**src/mag_irq_pkg.sv**
```systemverilog
// Functional notes
// - Set axis positive flag above threshold
// - Set axis negative flag below negated threshold
// - Set range overflow flag on measurement overflow
// - Summary flag in bit zero on event
// - Threshold is unsigned magnitude, resets zero
// - One threshold applied to both signs
// - Threshold split over registers 32h and 33h
// - Threshold value resets to zero
// - Only enabled axes raise threshold events
// - Pin driven when enabled, selected polarity
// - Latched pin held until source read
// - Pin enable resets to zero
package mag_irq_pkg;
	// Register offsets on the serial register port
	localparam logic [7:0] cfg_addr = 8'h30;
	localparam logic [7:0] src_addr = 8'h31;
	localparam logic [7:0] ths_low_addr = 8'h32;
	localparam logic [7:0] ths_high_addr = 8'h33;
	// Configuration field positions
	localparam int x_ien_pos = 7;
	localparam int y_ien_pos = 6;
	localparam int z_ien_pos = 5;
	localparam int polarity_pos = 2;
	localparam int latch_pos = 1;
	localparam int pin_en_pos = 0;
	// Source field positions
	localparam int x_pos_pos = 7;
	localparam int x_neg_pos = 4;
	localparam int ovf_pos = 1;
	localparam int int_pos = 0;
	// Reset values
	localparam logic [7:0] cfg_reset = 8'h00;
	localparam logic [7:0] src_reset = 8'h00;
	localparam logic [7:0] ths_reset = 8'h00;
	localparam logic [7:0] rdata_reset = 8'h00;
	// Pin level at reset: inactive for the reset polarity, which is active low
	localparam logic irq_idle_reset = 1'b1;
	localparam logic [7:0] ths_high_mask = 8'h7f;
endpackage

```
**src/axis_compare.sv**
```systemverilog
`timescale 1ns/1ns
// One axis: signed sample against symmetric magnitude threshold
module axis_compare
	import mag_irq_pkg::*;
(
	input wire logic signed [15:0] sample,
	input wire logic [14:0] threshold_value,
	input wire logic axis_enable,
	output logic pos_hit,
	output logic neg_hit
);
	// Extend to 17 bits so negating the threshold never overflows
	logic signed [16:0] ext_sample;
	logic signed [16:0] pos_lim;
	logic signed [16:0] neg_lim;

	// Strict compare both sides, gated by axis enable
	always_comb
	begin
		ext_sample = {sample[15], sample};
		pos_lim = signed'({2'b00, threshold_value});
		neg_lim = -pos_lim;
		pos_hit = axis_enable && (ext_sample > pos_lim);
		neg_hit = axis_enable && (ext_sample < neg_lim);
	end
endmodule // axis_compare

```
**src/magnetic_threshold_interrupt.sv**
```systemverilog
`timescale 1ns/1ns
// Threshold interrupt generator with its four registers
module magnetic_threshold_interrupt
	import mag_irq_pkg::*;
(
	input wire logic mclk,
	input wire logic rstn,
	input wire logic [7:0] reg_addr,
	input wire logic reg_wr,
	input wire logic reg_rd,
	input wire logic [7:0] reg_wdata,
	output logic [7:0] reg_rdata,
	input wire logic sample_valid,
	input wire logic [15:0] x_sample,
	input wire logic [15:0] y_sample,
	input wire logic [15:0] z_sample,
	input wire logic range_overflow,
	output logic irq_out,
	output logic irq_oe
);
	// Register state
	logic [7:0] cfg_reg; // Axis enables, polarity, latch control, pin enable
	logic [7:0] ths_low_reg; // Threshold bits 7..0
	logic [7:0] ths_high_reg; // Threshold bits 14..8, MSB kept zero
	logic [7:0] src_reg; // Source flags as the host reads them
	logic [7:0] src_next; // Source flags after the coming edge
	logic [7:0] rdata_next; // Read mux result for the coming edge
	logic irq_out_next; // Pin level after the coming edge

	// Comparator results; index 2 is X, 1 is Y, 0 is Z
	logic [2:0] pos_hit; // Sample above the positive threshold
	logic [2:0] neg_hit; // Sample below the negated threshold

	// Fields pulled out of the configuration and threshold registers
	logic [14:0] threshold_value; // Fifteen-bit unsigned magnitude
	logic [2:0] axis_en; // Per-axis enables, X in the top bit
	logic latched_mode; // Latch control low selects latching
	logic active_high; // Pin polarity, high means active high
	logic pin_enable; // Pin drive enable

	// Decoded bus strobes
	logic wr_cfg; // Write to the configuration register
	logic wr_ths_low; // Write to the low threshold byte
	logic wr_ths_high; // Write to the high threshold byte
	logic src_read; // Read of the source register

	// Event qualifiers
	logic axis_event; // Any enabled axis crossed the threshold
	logic event_now; // Any event, overflow included, on a valid sample

	// Address compare shared by all strobe decodes
	function automatic logic addr_is(input logic [7:0] addr, input logic [7:0] target);
		addr_is = (addr == target);
	endfunction

	// Apply the selected polarity to an internal active-high level
	function automatic logic to_pin(input logic level, input logic high_active);
		to_pin = high_active ? level : ~level;
	endfunction

	// Threshold is split over two bytes; the high MSB is not part of it
	assign threshold_value = {ths_high_reg[6:0], ths_low_reg};

	// Configuration fields
	assign axis_en = {cfg_reg[x_ien_pos], cfg_reg[y_ien_pos], cfg_reg[z_ien_pos]};
	assign latched_mode = !cfg_reg[latch_pos];
	assign active_high = cfg_reg[polarity_pos];
	assign pin_enable = cfg_reg[pin_en_pos];

	// Bus strobes; a write and a read in one cycle both act
	assign wr_cfg = reg_wr && addr_is(reg_addr, cfg_addr);
	assign wr_ths_low = reg_wr && addr_is(reg_addr, ths_low_addr);
	assign wr_ths_high = reg_wr && addr_is(reg_addr, ths_high_addr);
	// The source register has no write path, so a write there is ignored
	assign src_read = reg_rd && addr_is(reg_addr, src_addr);

	// X axis comparator
	axis_compare cmp_x
	(
		.sample(x_sample),
		.threshold_value(threshold_value),
		.axis_enable(axis_en[2]),
		.pos_hit(pos_hit[2]),
		.neg_hit(neg_hit[2])
	);

	// Y axis comparator
	axis_compare cmp_y
	(
		.sample(y_sample),
		.threshold_value(threshold_value),
		.axis_enable(axis_en[1]),
		.pos_hit(pos_hit[1]),
		.neg_hit(neg_hit[1])
	);

	// Z axis comparator
	axis_compare cmp_z
	(
		.sample(z_sample),
		.threshold_value(threshold_value),
		.axis_enable(axis_en[0]),
		.pos_hit(pos_hit[0]),
		.neg_hit(neg_hit[0])
	);

	// Axis events need an enabled axis; overflow ignores the enables
	assign axis_event = (|pos_hit) || (|neg_hit);
	// Summary covers every kind of event on a valid sample
	assign event_now = sample_valid && (axis_event || range_overflow);

	// Configuration register; reserved bits are stored as written
	always_ff @(posedge mclk or negedge rstn)
	begin
		if (!rstn)
			cfg_reg <= cfg_reset;
		else if (wr_cfg)
			cfg_reg <= reg_wdata;
	end

	// Low threshold byte
	always_ff @(posedge mclk or negedge rstn)
	begin
		if (!rstn)
			ths_low_reg <= ths_reset;
		else if (wr_ths_low)
			ths_low_reg <= reg_wdata;
	end

	// High threshold byte. The MSB is forced to zero so that a stray bit
	// from the host can never read back or widen the magnitude.
	always_ff @(posedge mclk or negedge rstn)
	begin
		if (!rstn)
			ths_high_reg <= ths_reset;
		else if (wr_ths_high)
			ths_high_reg <= reg_wdata & ths_high_mask;
	end

	// Next source flags.
	// Latched: flags accumulate until the host reads the source register.
	// Unlatched: each valid sample replaces the flags, reads leave them.
	// A new event in the cycle of a read wins, so no event is ever lost;
	// the cost is that such an event shows only on the following read.
	always_comb
	begin
		src_next = src_reg;
		// Read clear only applies when latching
		if (src_read && latched_mode)
			src_next = src_reset;
		if (sample_valid)
		begin
			// Unlatched mode starts each sample from clean flags
			if (!latched_mode)
				src_next = src_reset;
			src_next[x_pos_pos -: 3] = src_next[x_pos_pos -: 3] | pos_hit;
			src_next[x_neg_pos -: 3] = src_next[x_neg_pos -: 3] | neg_hit;
			src_next[ovf_pos] = src_next[ovf_pos] | range_overflow;
			src_next[int_pos] = src_next[int_pos] | event_now;
		end
	end

	// Source register
	always_ff @(posedge mclk or negedge rstn)
	begin
		if (!rstn)
			src_reg <= src_reset;
		else
			src_reg <= src_next;
	end

	// Read mux; unmapped offsets read zero
	always_comb
	begin
		case (reg_addr)
			cfg_addr: rdata_next = cfg_reg;
			src_addr: rdata_next = src_reg; // Value before the read clear
			ths_low_addr: rdata_next = ths_low_reg;
			ths_high_addr: rdata_next = ths_high_reg;
			default: rdata_next = rdata_reset;
		endcase
	end

	// Read data register; holds until the next read strobe
	always_ff @(posedge mclk or negedge rstn)
	begin
		if (!rstn)
			reg_rdata <= rdata_reset;
		else if (reg_rd)
			reg_rdata <= rdata_next;
	end

	// Pin level tracks the summary flag of the coming edge, so the pin
	// moves on the same edge as the source register
	assign irq_out_next = to_pin(src_next[int_pos], active_high);

	// Output enable; the pin floats until the host turns it on
	always_ff @(posedge mclk or negedge rstn)
	begin
		if (!rstn)
			irq_oe <= 1'b0;
		else
			irq_oe <= pin_enable;
	end

	// Pin level. Reset leaves it at the idle level of the reset polarity,
	// so no false edge follows the release of reset.
	always_ff @(posedge mclk or negedge rstn)
	begin
		if (!rstn)
			irq_out <= irq_idle_reset;
		else
			irq_out <= irq_out_next;
	end
endmodule // magnetic_threshold_interrupt

```
**config.mk**
```make
export PLATFORM = sky130hd
export DESIGN_NAME = magnetic_threshold_interrupt
export DESIGN_NICKNAME = d
export VERILOG_FILES = /design/src/mag_irq_pkg.sv /design/src/axis_compare.sv /design/src/magnetic_threshold_interrupt.sv
export SDC_FILE = /design/constraint.sdc
export NUM_CORES = 1
export LEC_CHECK = 0
export ABC_AREA = 0
export BUFFER_PORTS_ARGS = -buffer_cell sky130_fd_sc_hd__buf_4
export CORE_MARGIN = 4
export CORE_UTILIZATION = 25
export CTS_CLUSTER_DIAMETER = 80
export DETAILED_ROUTE_END_ITERATION = 10
export GPL_ROUTABILITY_DRIVEN = 0
export PLACE_DENSITY = 0.45
export SYNTH_ARGS = -nofsm -noshare
export SYNTH_HDL_FRONTEND = slang
export SYNTH_SLANG_ARGS = --single-unit
```
**constraint.sdc**
```tcl
create_clock -name mclk -period 5.1 [get_ports mclk]
set_clock_uncertainty 0.2 [all_clocks]
set_input_delay 0.255 -clock mclk [delete_from_list [all_inputs] [get_ports mclk]]
set_output_delay 0.255 -clock mclk [all_outputs]
set_load 0.05 [all_outputs]
```
==> results.txt, run 1 <==
synthesis-to-finish area growth - 23.26%
Fin Setup TNS - 0 ns
mapped cell area - 0.004389 mm²
Worst-Margin Slew - 0.7781 ns
routed wire length - 14650 µm
Rows - 48
final setup fails - 0
met2 wire length - 6966 µm
commonest non-fill, non-tap cell in the layout - ha_1
Post-synth EDFFs - 0
DP Cell Count - 747
clock slew seen by the registers of the worst setup and hold paths - 0.06 ns
critical path data required time - 5.11 ns
Worst Reg-to-Reg Cells - 13
share of layout cells above drive strength 1 - 24.11%
port bufs - 79
kind of start point of the critical path - register
clock sinks - 41
wire length on met1 - 6595 µm
die area - 0.01974 mm²
Die X - 140.5 µm
flop and latch count out of synthesis - 41
CP Data Arrival Time - 4.01 ns
VDD IR max - 0.1486 mV
syn_area_per_cell - 9.689 µm²
hold path start - reg_wdata[4]
YS warnings - 0
GRT overflow - 0
CTS tree - built
Synth async-reset ratio - 100.0%
Worst Hold Depth - 2
Initial Utilization - 25.46%
CTS root buf - clkbuf_16
gate count of the mapped netlist - 453
Post-CTS Setup Bufs - 0
commonest non-fill, non-tap cells in the layout - 88 x ha_1, 79 x buf_4, 44 x inv_1
Top Layer Used - met4
Final Non-Filler Cells - 756
number of H-tree levels - 2
Worst R2R Setup Slack - 1.10 ns
largest net degree at the start of global routing - 42
Lkg Pwr - 2.504 nW
fin crit period - 3.999 ns
Tot GR Track Use - 14.73%
metal3 WL - 779 µm
vias per std cell - 5.132
Most used DFF post-synth - dfrtp_1
CP max FO - 7
TritonCTS Buffers - 5
Hold Crit Class - input port to register
fmax - 0.2500 GHz
remaining antenna violation count - 0
fin nets - 688
hpwl dp - 12520 µm
RSZ-0062 raised after global routing - no
Worst-Skew Late Latency - 0.28 ns
RR Endpoint - irq_out
core area - 0.01724 mm²
R2R Path Start - ths_low_reg[1]
vias in the first global route - 4036
WHS Endpoint - ths_high_reg[4]
drt drc - 0
Setup CP Type - register to register
Slew headroom - 47.40%
Pwr Density - 259.2 mW/mm²
crit end category - register
die height - 140.5 µm
status - completed
first-pass GRT wire length - 22960 µm
worst hold slack - 0.02447 ns
number of diodes - 0
Yosys cell types - 67
Syn Nets - 611
register area share after synthesis - 23.40%
Max-cap violations - 0
Clock Tree Buf Depth - 2
Final Max Tran Viols - 0
Fin. Hold Viols - 0
vias post-DR - 3880
DRT iter0 DRCs - 233
initial antenna violation count - 0
Routed wire per std cell - 19.38 µm
First-pass DRT Iterations - 4
crit share post-route - 78.42%
CTS Hold Bufs - 1
# IOs - 80
Total Power - 1.402 mW
Resize count post-CTS - 0
-- per-layer routing --
metal	track usage (%)	vias up
met5	0	-
met4	3.519	0
met3	2.629	17
met2	24.52	107
met1	19.87	1870
li1	-	1886
-- cell usage after synthesis, types with 4 or more instances --
cell type | instances | area (µm²)
a21oi_1 | 28 | 140.1
clkbuf_1 | 5 | 18.77
nand3_1 | 7 | 35.03
or3_1 | 4 | 25.02
mux2_2 | 23 | 259.0
inv_1 | 44 | 165.2
a211oi_1 | 4 | 30.03
dfrtp_1 | 40 | 1001
xnor2_1 | 10 | 87.58
a22o_1 | 5 | 43.79
nor2b_1 | 5 | 31.28
o22ai_1 | 5 | 31.28
a21o_1 | 7 | 52.55
nor2_1 | 17 | 63.81
xnor3_1 | 4 | 90.09
nand2_1 | 24 | 90.09
mux4_2 | 7 | 157.7
o21ai_0 | 19 | 95.09
nand4_1 | 13 | 81.33
o21a_1 | 5 | 37.54
ha_1 | 88 | 1101
nor4_1 | 5 | 31.28
nor3_1 | 12 | 60.06
-- through the flow --
step                      setup slack [ns]  utilization (%)  instance area, µm²
final                                1.101            31.39                5410
after detailed placement             1.058            30.23                5210
after global routing                0.8757            31.39                5410
after global placement               1.224            30.23                5210
after CTS                            1.054            31.39                5410
after floorplan                      1.625                -                4389
-- worst max-delay path by stage --
stage | from | to | slack (ns) | cells past startpoint
detailed placement | ths_low_reg[1] | irq_out | 1.06 | 13
global route | ths_low_reg[1] | irq_out | 0.88 | 13
finish | ths_low_reg[1] | irq_out | 1.10 | 13
global placement | ths_low_reg[1] | irq_out | 1.22 | 13
floorplan | ths_low_reg[1] | irq_out | 1.63 | 14
CTS | ths_low_reg[1] | irq_out | 1.05 | 13
-- logic make-up (layout without fill, tap and decap cells) --
group,after synthesis,after routing,share of synthesized area (%)
buffers and inverters,54,132,4.989
XOR/XNOR,15,15,4.247
AND/OR/NAND/NOR,115,115,14.77
AO/OA/AOI/OAI,108,108,17.53
adder cells (fa/ha/maj),89,89,25.34
multiplexers,31,31,9.721
flip-flops,41,41,23.40
-- critical path: stages (launching register included) --
cell and delay, ns:
dfrtp_1 0.44, inv_1 0.20, ha_1 0.25, or4b_1 0.63
nor4_1 0.29, xnor2_1 0.17, ha_1 0.30, nand2_1 0.06
or3_1 0.36, a21oi_1 0.29, o21ai_0 0.15, a21oi_1 0.27
nand4_2 0.16, xnor2_1 0.16
-- final cells by class --
class / count / area (µm²)
Clock buffer: 5 / 125.1
Clock inverter: 3 / 65.06
Fill cell: 1795 / 11830
Inverter: 44 / 165.2
Multi-Input combinational cell: 358 / 3143
Sequential cell: 41 / 1027
Tap cell: 225 / 281.5
Timing Repair Buffer: 80 / 603.1
-- power breakdown --
group	internal [mW]	total [mW]	leakage [nW]	switching, mW
Clock	0.279	0.405	0.0938	0.126
Combinational	0.278	0.612	1.86	0.334
Sequential	0.352	0.384	0.552	0.0324
Note: power is estimated with default switching activity, not from simulation.
==> inputs of run 2 (changes only) <==
- ABC_AREA: 0 -> 1
- clock period: 5.1 -> 3.76 ns (I/O delays scaled with it)
==> results.txt, run 2 <==
Rows - 48 (unchanged)
Pwr Density - 330.3 mW/mm² (+27%)
Tot GR Track Use - 14.36% (-0.37 points)
Yosys top cell area share - 24.52% (-0.57 points)
fin nets - 857 (+25%)
share of layout cells above drive strength 1 - 19.43% (-4.7 points)
port bufs - 79 (unchanged)
CTS tree - built
YS warnings - 0 (unchanged)
Setup WS post-layout - 0.4186 ns (-0.6819 ns)
Syn Nets - 769 (+26%)
clock slew seen by the registers of the worst setup and hold paths - 0.06 ns (about the same)
CP max FO - 3 (-4)
largest net degree at the start of global routing - 42 (unchanged)
clock sinks - 41 (unchanged)
GRT overflow - 0 (unchanged)
number of diodes - 0 (unchanged)
Worst R2R Setup Slack - 0.42 ns (-0.68 ns)
VDD IR max - 0.1686 mV (+13%)
routed wire length - 14480 µm (-1.2%)
RSZ-0062 raised after global routing - no
Fin. Hold Viols - 0 (unchanged)
Post-synth EDFFs - 0 (unchanged)
Hold Crit Class - input port to register
vias post-DR - 4337 (+12%)
Initial Utilization - 25.69% (+0.23 points)
# IOs - 80 (unchanged)
DP Worst Slack - 0.02252 ns (-1.035 ns)
kind of start point of the critical path - register
Final Cell Area - 0.005590 mm² (+3.3%)
Yosys cell types - 42 (-37%)
crit end category - register
commonest non-fill, non-tap cells in the layout - 155 x nand2_1, 88 x ha_1, 84 x buf_4
Die X - 142.0 µm (+1.1%)
gate count of the mapped netlist - 611 (+35%)
flop and latch count out of synthesis - 41 (unchanged)
Most used DFF post-synth - dfrtp_1
post-synth top area cell - ha_1
Commonest cells post-synth - 155 x nand2_1, 88 x ha_1, 79 x inv_1
First-pass DRT Iterations - 5 (+1)
commonest non-fill, non-tap cell in the layout - nand2_1
CP Data Arrival Time - 3.35 ns (-0.66 ns)
Worst-Margin Slew - 0.6012 ns (-0.1769 ns)
syn_area_per_cell - 7.350 µm² (-24%)
remaining antenna violation count - 0 (unchanged)
vias in the first global route - 4435 (+9.9%)
fmax - 0.2993 GHz (+20%)
Worst-Skew Late Latency - 0.28 ns (about the same)
Slew headroom - 59.62% (+12 points)
Final Max Tran Viols - 0 (unchanged)
first-pass GRT wire length - 23200 µm (+1.0%)
synthesis-to-finish area growth - 24.49%
register area share after synthesis - 22.88% (-0.53 points)
status - completed
critical path data required time - 3.77 ns (-1.34 ns)
number of H-tree levels - 2 (unchanged)
Routed wire per std cell - 15.66 µm (-19%)
CTS root buf - clkbuf_16
initial antenna violation count - 0 (unchanged)
Clock Tree Buf Depth - 2 (unchanged)
die area - 0.02017 mm² (+2.2%)
Lkg Pwr - 2.868 nW (+15%)
core area - 0.01748 mm² (+1.4%)
DRT iter0 DRCs - 234 (+0.43%)
TritonCTS Buffers - 5 (unchanged)
crit share post-route - 88.87% (+10 points)
Setup CP Type - register to register
cell with the most instances after synthesis - nand2_1
fin crit period - 3.341 ns (-0.6581 ns)
Fin Setup TNS - 0 ns (unchanged)
drt drc - 0 (unchanged)
Synth async-reset ratio - 100.0% (unchanged)
Area contributors post-synth - ha_1 25%, dfrtp_1 22%, nand2_1 13%, inv_1 6.6%, o21ai_0 4.1%
vias per std cell - 4.689 (-8.6%)
mapped cell area - 0.004491 mm² (+2.3%)
Cell Area, Placed - 0.005359 mm² (+2.9%)
die height - 142.0 µm (+1.1%)
final setup fails - 0 (unchanged)
Max-cap violations - 0 (unchanged)
hpwl dp - 12490 µm (-0.21%)
## run 2: cell type report
type	instances	area [µm²]
clock buffers	7	142.6
clock inverters	1	7.507
fillers	1876	11890
inverters	84	315.3
multi-input cells	481	3164
flip-flops and latches	41	1028
well taps	225	281.5
repair buffers	86	650.6
## run 2: layer usage
metal	vias up	share of wire, %	wire, µm	GRT usage [%]
li1	2231	-	-	-
met3	14	5.0	721	1.848
met2	114	45	6466	22.96
met1	1978	48	7023	20.79
met4	0	1.9	269	2.929
met5	-	0	0	0
## run 2: path summary, 6_finish.rpt
kind / start / endpoint / cells past startpoint
max in group asynchronous: rstn / ths_low_reg[0] / 2
min: range_overflow / src_reg[1] / 3
min in group asynchronous: rstn / reg_rdata[0] / 2
max reg2reg: ths_low_reg[0] / irq_out / 24
min reg2reg: cfg_reg[0] / irq_oe / 0
max: ths_low_reg[0] / irq_out / 24
## run 2: logic make-up after synthesis
kind of cell | count (synthesis) | synth area share [%]
DFF | 41 | 22.88
AOI/OAI and AO/OA | 103 | 13.18
xor gates and xnor gates | 10 | 1.950
and+or+nand+nor | 280 | 29.98
buffers and inverters | 89 | 7.495
adders and majority gates | 88 | 24.52
## run 2: power breakdown
part	internal [mW]	switching, mW	leakage, nW
Clock	0.264	0.167	0.0701
Combinational	0.362	0.535	2.25
Sequential	0.480	0.0385	0.552
## run 2: repair_timing
| action | CTS | global route |
|---|---|---|
| pin swaps | 0 | 3 |
| resized for setup | 1 | 8 |
| endpoints found under the hold margin | 41 | 0 |
| setup endpoints to repair | 1 | 4 |
| buffers inserted | 0 | 3 |
| hold buffers | 2 | 0 |
## run 2: critical path, cell delays in order (launching register included)
cell and delay (ns):
dfrtp_2 0.41, inv_2 0.09, ha_1 0.17, nand2_1 0.11, nor2_4 0.12, inv_1 0.06
nor3_1 0.13, inv_1 0.10, nor4_4 0.25, nand3_2 0.17, xor2_2 0.21, ha_1 0.31
nand3_1 0.10, nor2_1 0.10, nand4_1 0.10, nor2_1 0.10, nor2_1 0.06, nand2_1 0.07
nand2_1 0.06, nand3_2 0.08, nand2_2 0.05, inv_2 0.05, nand3_2 0.06, nand2_2 0.06
nand2_2 0.04
## run 2: through the flow
stage          total power [mW]  instances  hold WS (ns)  util [%]
6_report                  1.847        925      0.001836     31.99
3_3_place_gp              1.382        912      0.004291     30.66
5_1_grt                   2.034        925       0.01721     31.99
3_5_place_dp              1.396        912       0.01004     30.66
2_1_floorplan             1.122        611       -0.3076         -
4_1_cts                   1.841        922      0.004845     31.67
